## src/design/fws_params.svh

```systemverilog
`ifndef FWS_PARAMS_SVH
`define FWS_PARAMS_SVH
// Register offsets (word index on the plain register port).
`define FWS_OFF_OP_CTRL_LO    4'h0
`define FWS_OFF_OP_CTRL_HI    4'h1
`define FWS_OFF_SECTOR_SEL_LO 4'h2
`define FWS_OFF_SECTOR_SEL_HI 4'h3
`define FWS_OFF_ADDR_LO       4'h4
`define FWS_OFF_ADDR_HI       4'h5
`define FWS_OFF_WDATA0_LO     4'h6
`define FWS_OFF_WDATA0_HI     4'h7
`define FWS_OFF_WDATA1_LO     4'h8
`define FWS_OFF_WDATA1_HI     4'h9
`define FWS_OFF_ERROR         4'hA
`define FWS_OFF_NV_PROT0      4'hB
`define FWS_OFF_NV_DISABLE    4'hC
`define FWS_OFF_NV_REENABLE   4'hD
// Field positions in op_ctrl_hi, then in error_reg, the target address and nv_prot0.
`define FWS_BIT_LAUNCH        15
`define FWS_BIT_SUSPEND       14
`define FWS_BIT_WORD_PROG     13
`define FWS_BIT_DWORD_PROG    12
`define FWS_BIT_SECTOR_ERASE  11
`define FWS_BIT_SET_PROT      8
`define FWS_BIT_ARRAY_MODE    7
`define FWS_BIT_RESUME_ERROR  0
`define FWS_BIT_ADDR2         2
`define FWS_BIT_ACCESS_PROT   0
`define FWS_BIT_DEBUG_PROT    1
// Protection register address and data.
`define FWS_PROT_ADDR_HI      16'h000E
`define FWS_PROT_DIS_LO       16'hDFBC
`define FWS_PROT_REEN_LO      16'hDFBE
`define FWS_PROT_CLEAR0       16'hFFFE
// Reset values.
`define FWS_RST_WORD          16'h0000
`define FWS_RST_NV_WORD       16'hFFFF
`define FWS_RST_NV_PROT0      16'hFFFF
// Timing in cycles of the 10 MHz clock.
`define FWS_PROG_CYCLES       16'h0040
`define FWS_ERASE_STEP_CYCLES 16'h0100
`endif

```

## src/design/fws_pkg.sv

```systemverilog
package fws_pkg;
  typedef enum logic [2:0] {
    FWS_OP_NONE,
    FWS_OP_WORD,
    FWS_OP_DWORD,
    FWS_OP_ERASE,
    FWS_OP_PROT
  } fws_op_e;
  typedef logic [15:0] fws_word_t;
endpackage

```

## src/design/fws_timer_if.sv

```systemverilog
`timescale 1ns/1ps
interface fws_timer_if;
  logic        start;
  logic [15:0] length;
  logic        hold;
  logic        done;
  modport owner (output start, output length, output hold, input done);
  modport timer (input start, input length, input hold, output done);
endinterface

```

## src/design/fws_timer.sv

```systemverilog
`timescale 1ns/1ps
`include "fws_params.svh"
module fws_timer (
  input  wire logic   clock_in,
  input  wire logic   rstn_in,
  fws_timer_if.timer  tmr
);
  import fws_pkg::*;
  // ****************************************************************
  // Busy countdown; held frozen while the owner suspends.
  // ****************************************************************
  logic [15:0] count;
  logic        running;
  always_ff @(posedge clock_in or negedge rstn_in) begin
    if (!rstn_in) begin
      count   <= 16'h0000;
      running <= 1'b0;
      tmr.done <= 1'b0;
    end else begin
      tmr.done <= 1'b0;
      if (tmr.start) begin
        count   <= tmr.length;
        running <= 1'b1;
      end else if (running && !tmr.hold) begin
        if (count <= 16'h0001) begin
          running  <= 1'b0;
          tmr.done <= 1'b1;
        end else begin
          count <= count - 16'h0001;
        end
      end
    end
  end
endmodule

```

## src/design/fws_sequencer.sv

```systemverilog
// Local design decisions: the plain strobed port and the register addresses.
`timescale 1ns/1ps
`include "fws_params.svh"
// Summary of operation
// - Every register write carries a full 16-bit word.
// - Select an operation, load its parameters, then launch.
// - Setting the launch bit starts the selected operation.
// - Clearing the select bit before launch cancels the operation.
// - Word program writes 32 bits from data pair 0 to the target.
// - Double word program writes both data pairs to two words.
// - Double word program ignores address bit 2.
// - Sector erase erases sectors whose selection bits are set.
// - Programs and erase can be suspended by the suspend bit.
// - Sector selection reads zero once an erase is complete.
// - Resume with changed select bits aborts and flags resume error.
// - A suspended erase allows a program of another sector.
// - During that program erase and suspend read low; no suspend.
// - Set protection 0xFFFE to disable register clears bit 0.
// - Set protection 0xFFFE to re-enable register clears bit 0; the code takes it at the disable address 0xDFBC.
// - Disable and re-enable cycle allowed at most 16 times.
// - Disable bit programs only after access and debug bits are zero.
module fws_sequencer #(
  parameter int PROG_CYCLES  = `FWS_PROG_CYCLES,
  parameter int ERASE_CYCLES = `FWS_ERASE_STEP_CYCLES
) (
  input  wire logic             clock_in,
  input  wire logic             rstn_in,
  input  wire logic [3:0]       reg_addr_in,
  input  wire fws_pkg::fws_word_t reg_wdata_in,
  input  wire logic             reg_wr_in,
  input  wire logic             reg_rd_in,
  output logic [15:0]           reg_rdata_out,
  output logic                  busy_out,
  output logic                  array_wr_out,
  output logic [31:0]           array_addr_out,
  output logic [31:0]           array_data_out,
  output logic                  sector_erase_out,
  output logic [31:0]           sector_mask_out
);
  import fws_pkg::*;

  // ****************************************************************
  // Registers
  // ****************************************************************
  logic [15:0] op_ctrl_hi;
  logic [15:0] op_ctrl_lo;
  logic [15:0] sector_sel_lo;
  logic [15:0] sector_sel_hi;
  logic [15:0] target_addr_lo;
  logic [15:0] target_addr_hi;
  logic [15:0] wdata0_lo;
  logic [15:0] wdata0_hi;
  logic [15:0] wdata1_lo;
  logic [15:0] wdata1_hi;
  logic [15:0] error_reg;
  logic [15:0] nv_prot0;
  logic [15:0] nv_prot_disable_reg;
  logic [15:0] nv_prot_reenable_reg;
  logic [4:0]  prot_cycles;

  typedef enum logic [2:0] {
    FWS_IDLE,
    FWS_RUN,
    FWS_DWORD2,
    FWS_SUSPEND_REQ,
    FWS_ERASE_SUSPEND_REQ
  } fws_state_e;
  fws_state_e state;
  fws_op_e    active_op;
  fws_op_e    suspend_req_op;
  logic [15:0] suspend_req_sel;
  logic        prog_in_erase_suspend_req;

  fws_timer_if tmr ();
  fws_timer u_timer (
    .clock_in (clock_in),
    .rstn_in  (rstn_in),
    .tmr      (tmr.timer)
  );

  logic wr_hi;
  logic launch_wr;
  logic suspend_wr;
  logic [15:0] sel_mask;
  fws_op_e next_op;
  logic    hold_req;
  logic    suspend_now;
  assign wr_hi      = reg_wr_in && (reg_addr_in == `FWS_OFF_OP_CTRL_HI);
  assign launch_wr  = wr_hi && reg_wdata_in[`FWS_BIT_LAUNCH];
  assign suspend_wr = wr_hi && reg_wdata_in[`FWS_BIT_SUSPEND];
  assign sel_mask   = 16'h3900;
  // An ending countdown wins over a suspend in the same cycle, so no end is lost.
  assign suspend_now = suspend_wr && (state == FWS_RUN || state == FWS_DWORD2) &&
                       !prog_in_erase_suspend_req && !tmr.done;
  // The hold rises in the suspend cycle itself, so the countdown cannot finish unseen.
  assign tmr.hold    = hold_req || suspend_now;

  // Decode the select bits by priority, word first and protection last; with none set the launch does nothing.
  always_comb begin
    next_op = FWS_OP_NONE;
    if (op_ctrl_hi[`FWS_BIT_WORD_PROG]) begin
      next_op = FWS_OP_WORD;
    end else if (op_ctrl_hi[`FWS_BIT_DWORD_PROG]) begin
      next_op = FWS_OP_DWORD;
    end else if (op_ctrl_hi[`FWS_BIT_SECTOR_ERASE]) begin
      next_op = FWS_OP_ERASE;
    end else if (op_ctrl_hi[`FWS_BIT_SET_PROT]) begin
      next_op = FWS_OP_PROT;
    end
  end

  // ****************************************************************
  // Sequencer
  // ****************************************************************
  // Stand-alone program keeps launch and select bits; they are cleared at end.
  always_ff @(posedge clock_in or negedge rstn_in) begin
    if (!rstn_in) begin
      state              <= FWS_IDLE;
      active_op          <= FWS_OP_NONE;
      suspend_req_op            <= FWS_OP_NONE;
      suspend_req_sel           <= `FWS_RST_WORD;
      prog_in_erase_suspend_req <= 1'b0;
      op_ctrl_hi         <= `FWS_RST_WORD;
      sector_sel_lo      <= `FWS_RST_WORD;
      sector_sel_hi      <= `FWS_RST_WORD;
      error_reg          <= `FWS_RST_WORD;
      array_wr_out       <= 1'b0;
      array_addr_out     <= 32'h0000_0000;
      array_data_out     <= 32'h0000_0000;
      sector_erase_out   <= 1'b0;
      sector_mask_out    <= 32'h0000_0000;
      busy_out           <= 1'b0;
      tmr.start          <= 1'b0;
      tmr.length         <= 16'h0000;
      hold_req           <= 1'b0;
      nv_prot_disable_reg  <= `FWS_RST_NV_WORD;
      nv_prot_reenable_reg <= `FWS_RST_NV_WORD;
      prot_cycles        <= 5'h00;
    end else begin
      array_wr_out     <= 1'b0;
      sector_erase_out <= 1'b0;
      tmr.start        <= 1'b0;
      if (reg_wr_in && reg_addr_in == `FWS_OFF_SECTOR_SEL_LO) begin
        sector_sel_lo <= reg_wdata_in;
      end
      if (reg_wr_in && reg_addr_in == `FWS_OFF_SECTOR_SEL_HI) begin
        sector_sel_hi <= reg_wdata_in;
      end
      if (reg_wr_in && reg_addr_in == `FWS_OFF_ERROR) begin
        error_reg <= reg_wdata_in;
      end
      case (state)
        FWS_IDLE, FWS_ERASE_SUSPEND_REQ: begin
          // Store bits 14:0 with launch cleared: cancel happens simply by clearing a select bit.
          if (wr_hi) begin
            op_ctrl_hi <= {1'b0, reg_wdata_in[14:0]};
          end
          if (launch_wr && !op_ctrl_hi[`FWS_BIT_SUSPEND]) begin
            if (state == FWS_ERASE_SUSPEND_REQ && next_op == FWS_OP_ERASE) begin
              // Only the select bits must match; the mode bit is not part of the setup.
              if ((op_ctrl_hi & sel_mask) != suspend_req_sel) begin
                error_reg[`FWS_BIT_RESUME_ERROR] <= 1'b1;
                op_ctrl_hi <= `FWS_RST_WORD;
                state      <= FWS_IDLE;
              end else begin
                op_ctrl_hi[`FWS_BIT_LAUNCH] <= 1'b1;
                // A program inside the suspend reuses the timer, so the erase count restarts.
                hold_req   <= 1'b0;
                tmr.start  <= 1'b1;
                tmr.length <= ERASE_CYCLES[15:0];
                active_op <= FWS_OP_ERASE;
                busy_out  <= 1'b1;
                state     <= FWS_RUN;
              end
            end else if (next_op == FWS_OP_PROT) begin
              if (target_addr_hi == `FWS_PROT_ADDR_HI &&
                  target_addr_lo == `FWS_PROT_DIS_LO &&
                  wdata0_lo == `FWS_PROT_CLEAR0 &&
                  nv_prot0[1:0] == 2'b00 && prot_cycles < 5'h10) begin
                nv_prot_disable_reg <= nv_prot_disable_reg & `FWS_PROT_CLEAR0;
              end
              if (target_addr_hi == `FWS_PROT_ADDR_HI &&
                  target_addr_lo == `FWS_PROT_DIS_LO &&
                  wdata0_hi == `FWS_PROT_CLEAR0 &&
                  !nv_prot_disable_reg[0] && prot_cycles < 5'h10) begin
                nv_prot_reenable_reg <= nv_prot_reenable_reg & `FWS_PROT_CLEAR0;
                prot_cycles <= prot_cycles + 5'h01;
              end
              op_ctrl_hi <= `FWS_RST_WORD;
            end else if (next_op != FWS_OP_NONE && !(state == FWS_ERASE_SUSPEND_REQ &&
                         next_op == FWS_OP_ERASE)) begin
              op_ctrl_hi[`FWS_BIT_LAUNCH] <= 1'b1;
              active_op  <= next_op;
              busy_out   <= 1'b1;
              prog_in_erase_suspend_req <= (state == FWS_ERASE_SUSPEND_REQ);
              hold_req   <= 1'b0;
              tmr.start  <= 1'b1;
              tmr.length <= (next_op == FWS_OP_ERASE) ? ERASE_CYCLES[15:0] : PROG_CYCLES[15:0];
              array_addr_out <= {target_addr_hi,
                                 target_addr_lo[15:3],
                                 (next_op == FWS_OP_DWORD) ? 1'b0 :
                                 target_addr_lo[`FWS_BIT_ADDR2],
                                 target_addr_lo[1:0]};
              array_data_out <= {wdata0_hi, wdata0_lo};
              state <= FWS_RUN;
            end
          end
        end
        FWS_RUN, FWS_DWORD2: begin
          // The second word's address and data follow the first word's strobe by one cycle.
          if (state == FWS_DWORD2 && array_wr_out) begin
            array_addr_out <= array_addr_out + 32'h0000_0004;
            array_data_out <= {wdata1_hi, wdata1_lo};
          end
          if (suspend_now) begin
            op_ctrl_hi[`FWS_BIT_SUSPEND] <= 1'b1;
            op_ctrl_hi[`FWS_BIT_LAUNCH]  <= 1'b0;
            hold_req <= 1'b1;
            suspend_req_sel <= op_ctrl_hi & sel_mask;
            suspend_req_op  <= active_op;
            busy_out <= 1'b0;
            state    <= (active_op == FWS_OP_ERASE) ? FWS_ERASE_SUSPEND_REQ : FWS_SUSPEND_REQ;
          end else if (tmr.done) begin
            if (active_op == FWS_OP_ERASE) begin
              sector_erase_out <= 1'b1;
              sector_mask_out  <= {sector_sel_hi, sector_sel_lo};
              sector_sel_lo    <= `FWS_RST_WORD;
              sector_sel_hi    <= `FWS_RST_WORD;
            end else begin
              array_wr_out <= 1'b1;
            end
            if (active_op == FWS_OP_DWORD && state == FWS_RUN) begin
              state          <= FWS_DWORD2;
              tmr.start      <= 1'b1;
              tmr.length     <= 16'h0001;
            end else if (prog_in_erase_suspend_req) begin
              op_ctrl_hi <= `FWS_RST_WORD;
              busy_out   <= 1'b0;
              prog_in_erase_suspend_req <= 1'b0;
              hold_req   <= 1'b1;
              state      <= FWS_ERASE_SUSPEND_REQ;
            end else begin
              op_ctrl_hi <= `FWS_RST_WORD;
              busy_out   <= 1'b0;
              state      <= FWS_IDLE;
            end
          end
        end
        FWS_SUSPEND_REQ: begin
          if (wr_hi) begin
            op_ctrl_hi <= {1'b0, reg_wdata_in[14:0]};
          end
          if (launch_wr && !op_ctrl_hi[`FWS_BIT_SUSPEND]) begin
            if ((op_ctrl_hi & sel_mask) != suspend_req_sel) begin
              error_reg[`FWS_BIT_RESUME_ERROR] <= 1'b1;
              op_ctrl_hi <= `FWS_RST_WORD;
              state      <= FWS_IDLE;
            end else begin
              op_ctrl_hi[`FWS_BIT_LAUNCH] <= 1'b1;
              hold_req <= 1'b0;
              busy_out <= 1'b1;
              // A double word suspended after its first word resumes at the second.
              state    <= (suspend_req_op == FWS_OP_DWORD && array_addr_out[`FWS_BIT_ADDR2]) ?
                          FWS_DWORD2 : FWS_RUN;
            end
          end
        end
        default: state <= FWS_IDLE;
      endcase
    end
  end

  // ****************************************************************
  // Parameter registers
  // ****************************************************************
  always_ff @(posedge clock_in or negedge rstn_in) begin
    if (!rstn_in) begin
      op_ctrl_lo     <= `FWS_RST_WORD;
      target_addr_lo <= `FWS_RST_WORD;
      target_addr_hi <= `FWS_RST_WORD;
      wdata0_lo      <= `FWS_RST_WORD;
      wdata0_hi      <= `FWS_RST_WORD;
      wdata1_lo      <= `FWS_RST_WORD;
      wdata1_hi      <= `FWS_RST_WORD;
      nv_prot0       <= `FWS_RST_NV_PROT0;
    end else if (reg_wr_in) begin
      case (reg_addr_in)
        `FWS_OFF_OP_CTRL_LO: op_ctrl_lo     <= reg_wdata_in;
        `FWS_OFF_ADDR_LO:    target_addr_lo <= reg_wdata_in;
        `FWS_OFF_ADDR_HI:    target_addr_hi <= reg_wdata_in;
        `FWS_OFF_WDATA0_LO:  wdata0_lo      <= reg_wdata_in;
        `FWS_OFF_WDATA0_HI:  wdata0_hi      <= reg_wdata_in;
        `FWS_OFF_WDATA1_LO:  wdata1_lo      <= reg_wdata_in;
        `FWS_OFF_WDATA1_HI:  wdata1_hi      <= reg_wdata_in;
        // Access and debug bits can only be programmed to zero, never back.
        `FWS_OFF_NV_PROT0:   nv_prot0       <= nv_prot0 & reg_wdata_in;
        default: ;
      endcase
    end
  end

  // ****************************************************************
  // Read port
  // ****************************************************************
  always_ff @(posedge clock_in or negedge rstn_in) begin
    if (!rstn_in) begin
      reg_rdata_out <= `FWS_RST_WORD;
    end else if (reg_rd_in) begin
      case (reg_addr_in)
        `FWS_OFF_OP_CTRL_LO:    reg_rdata_out <= op_ctrl_lo;
        `FWS_OFF_OP_CTRL_HI:    reg_rdata_out <= op_ctrl_hi;
        `FWS_OFF_SECTOR_SEL_LO: reg_rdata_out <= sector_sel_lo;
        `FWS_OFF_SECTOR_SEL_HI: reg_rdata_out <= sector_sel_hi;
        `FWS_OFF_ADDR_LO:       reg_rdata_out <= target_addr_lo;
        `FWS_OFF_ADDR_HI:       reg_rdata_out <= target_addr_hi;
        `FWS_OFF_WDATA0_LO:     reg_rdata_out <= wdata0_lo;
        `FWS_OFF_WDATA0_HI:     reg_rdata_out <= wdata0_hi;
        `FWS_OFF_WDATA1_LO:     reg_rdata_out <= wdata1_lo;
        `FWS_OFF_WDATA1_HI:     reg_rdata_out <= wdata1_hi;
        `FWS_OFF_ERROR:         reg_rdata_out <= error_reg;
        `FWS_OFF_NV_PROT0:      reg_rdata_out <= nv_prot0;
        `FWS_OFF_NV_DISABLE:    reg_rdata_out <= nv_prot_disable_reg;
        `FWS_OFF_NV_REENABLE:   reg_rdata_out <= nv_prot_reenable_reg;
        default:                reg_rdata_out <= 16'h0000;
      endcase
    end
  end
endmodule

```

## config.mk

```make
export PLATFORM = sky130hd
export DESIGN_NAME = fws_sequencer
export DESIGN_NICKNAME = d
export VERILOG_FILES = /design/src/design/fws_pkg.sv /design/src/design/fws_timer_if.sv /design/src/design/fws_timer.sv /design/src/design/fws_sequencer.sv
export VERILOG_INCLUDE_DIRS = /design/src /design/src/design
export SDC_FILE = /design/constraint.sdc
export NUM_CORES = 1
export LEC_CHECK = 0
export BUFFER_PORTS_ARGS = -buffer_cell sky130_fd_sc_hd__buf_2
export CAP_MARGIN = 20
export CORE_ASPECT_RATIO = 1.5
export CORE_MARGIN = 4
export CORE_UTILIZATION = 50
export CTS_CLUSTER_SIZE = 24
export DETAILED_ROUTE_END_ITERATION = 8
export PLACE_DENSITY = 0.69
export REMOVE_ABC_BUFFERS = 1
export SYNTH_ARGS = -nofsm -noshare
export SYNTH_HDL_FRONTEND = slang
export SYNTH_SLANG_ARGS = --single-unit
```

## constraint.sdc

```tcl
create_clock -name clock_in -period 2.35 [get_ports clock_in]
set_input_delay 0.1175 -clock clock_in [delete_from_list [all_inputs] [get_ports clock_in]]
set_output_delay 0.1175 -clock clock_in [all_outputs]
set_load 0.05 [all_outputs]
```

==> metrics.txt <==
status complete, no violations; final hold slack 0.0268 ns; Worst-Margin Slew 0.921 ns; post-synth cell types 77; Final period util 0.932; final setup fails 0; top cells by area, synth dfrtp_1, mux2_2, nand2_1, a22oi_1, dfstp_2; Inst Count DP just over 2000; Max-Cap Viols 0; synthesized area 0.0165 mm2; number of enable flip-flop cells after synthesis 0; DR vias 13352; startpoint types register; Post-Place Setup Slack 0.0483 ns; Worst setup EP type register; n_diodes 0; Total Wirelength 50300 um; critical path type reg -> reg; Worst EP required 2.79 ns; IO buf count 138; clk root buf clkbuf_16; post-synthesis async set-or-reset flop share 1.00; DRT Pass-1 Iters 5; initial antenna violation count 0; Rel. slew slack 0.386; largest net degree at the start of global routing 87; Syn Area/Cell 10.9 um2; GRT overflow 0; leakage power roughly 8.8 nW; Detailed Place HPWL 34900 um; Post-DP Area between 0.015 and 0.02 mm2; TritonCTS clock tree yes; most frequent cells after synthesis dfrtp_1, nand2_1, mux2_2; row cnt 81; Yosys top cell area share 0.506; H-tree depth 2; final worst slack around 0.16 ns; post-synthesis sequential area ratio 0.535; post-CTS sizing 0; number of global-route vias before repair 13399; Synth-to-Final Area Change 16.9%; cell with the most instances after synthesis dfrtp_1; Slew Viols, Final 0; WL/cell about 24 um; largest registers array_addr_out x32, array_data_out x32, sector_mask_out x32; maximum achievable frequency roughly 0.46 GHz; Num CTS Buffers 35; Die Y-Extent 230 um; Post-CTS Setup Inserts 0; Crit path arrival time 2.63 ns; Fin. Hold Viols 0; antenna-violating nets left 0; Core Box Area approximately 0.033 mm2; Hold Crit Class in -> reg; Syn. warnings 0; Worst Skew 0.0257 ns; worst IR drop on VDD slightly above 0.7 mV; DR DRC count 0; CTS max path bufs 3; top cell type by total area after synthesis dfrtp_1; unrepaired setup endpoints after global routing no; synthesized netlist cell count 1511; ratio of cells with drive above 1 in the final layout 0.291; Final min period roughly 2.2 ns; worst skew pair latency around 0.54 ns; Top FF cell, synth dfrtp_1; Fillers 2703; Iter 0 DRT Violations 1327; Initial Util 0.506; Final nets around 1700; die width 156 um; GP Congestion between 0.9 and 1; clock sink count ~350; first-pass GRT wire length about 80000 um; CP Max Fanout 21; #FFs+latches synth 351; Ports 139; post-route cell area 0.0192 mm2; die area between 0.03 and 0.04 mm2; Via-to-Cell Ratio 6.35; P per Cell Area 959 mW/mm2; total track usage 0.278; clk slew on worst S/H paths 0.07 ns; final cell count without fillers 2104
repair_timing:
item                                   in CTS  in global routing
endpoints found under the hold margin     183                  0
setup endpoints to repair                   0                  0
hold buffers                               15                  0
logic make-up after synthesis:
group / after synthesis / share of synthesized area
multiplexers: 189 / 0.128
flip-flops: 351 / 0.535
adder cells (fa/ha/maj): 4 / 0.00304
AND/OR/NAND/NOR: 465 / 0.143
buffers and inverters: 140 / 0.0392
AO/OA/AOI/OAI: 354 / 0.148
XOR/XNOR: 8 / 0.00426
path summary, 6_finish.rpt:
path                            depth (start not counted)                      end              from  slack [ns]
worst max-delay path                                    7        array_data_out[1]          state[1]        0.16
worst min-delay path                                    3        sector_sel_lo[15]  reg_wdata_in[15]        0.03
worst max register to register                          7        array_data_out[1]          state[1]        0.16
worst min register to register                          1             nv_prot0[11]      nv_prot0[11]        0.46
max in group asynchronous                               3  nv_prot_reenable_reg[0]           rstn_in        1.35
min in group asynchronous                               2         reg_rdata_out[3]           rstn_in        0.12
per-stage QoR:
| step | power [mW] | TNS, ns | utilization |
|---|---|---|---|
| final | 18.4 | 0 | 0.591 |
| after global routing | 19.3 | 0 | 0.591 |
| after CTS | 18.5 | 0 | 0.591 |
| after detailed placement | 12.7 | 0 | 0.551 |
| after global placement | 12.6 | 0 | 0.551 |
| after floorplan | 10.8 | -380.23 | - |
routing by layer:
metal,share of wire,GRT usage,up-vias
met1,0.39,0.358,6798
li1,-,-,5883
met3,0.065,0.0412,114
met2,0.50,0.471,557
met4,0.043,0.110,0
met5,0,0,-
critical path, cell delays in order (launching register included):
cell     delay (ns)
dfrtp_1        0.45
or2_2          0.41
a21oi_1        0.32
a21o_2         0.25
buf_12         0.18
buf_4          0.23
nor2_1         0.07
a31oi_1        0.18
layout by cell type (no fill, tap or decap), types with 16 or more instances in the layout:
master | netlist | layout
dfrtp_1 | 333 | 333
nand2_1 | 200 | 200
mux2_2 | 171 | 171
buf_2 | 57 | 137
nor2_1 | 93 | 91
a21oi_1 | 85 | 84
a22oi_1 | 69 | 69
buf_4 | 5 | 65
a31oi_1 | 43 | 43
nand3_1 | 36 | 36
clkbuf_16 | 0 | 36
o22ai_1 | 26 | 26
inv_1 | 24 | 24
o21ai_0 | 22 | 22
o21a_1 | 18 | 18
dfstp_2 | 18 | 18
nand4_1 | 17 | 17
mux2i_1 | 17 | 17
a2111oi_0 | 16 | 16
report_power, final:
group | leakage, nW | total, mW | internal, mW | switching [mW]
Sequential | 4.53 | 8.10 | 7.03 | 1.07
Combinational | 3.72 | 4.65 | 1.72 | 2.93
Clock | 0.569 | 5.70 | 3.32 | 2.38
area by class of cell:
class | instances | area (um2) | share of cell area
clock inverter | 7 | 106 | 0.00553
clock buffer | 56 | 1060 | 0.0549
inverter | 24 | 90.1 | 0.00468
timing repair buffer | 231 | 1600 | 0.0831
sequential | 351 | 8810 | 0.458
multi-input combinational | 1020 | 7070 | 0.367
tap | 415 | 519 | 0.0270
Power figures use the tool's default switching activity.
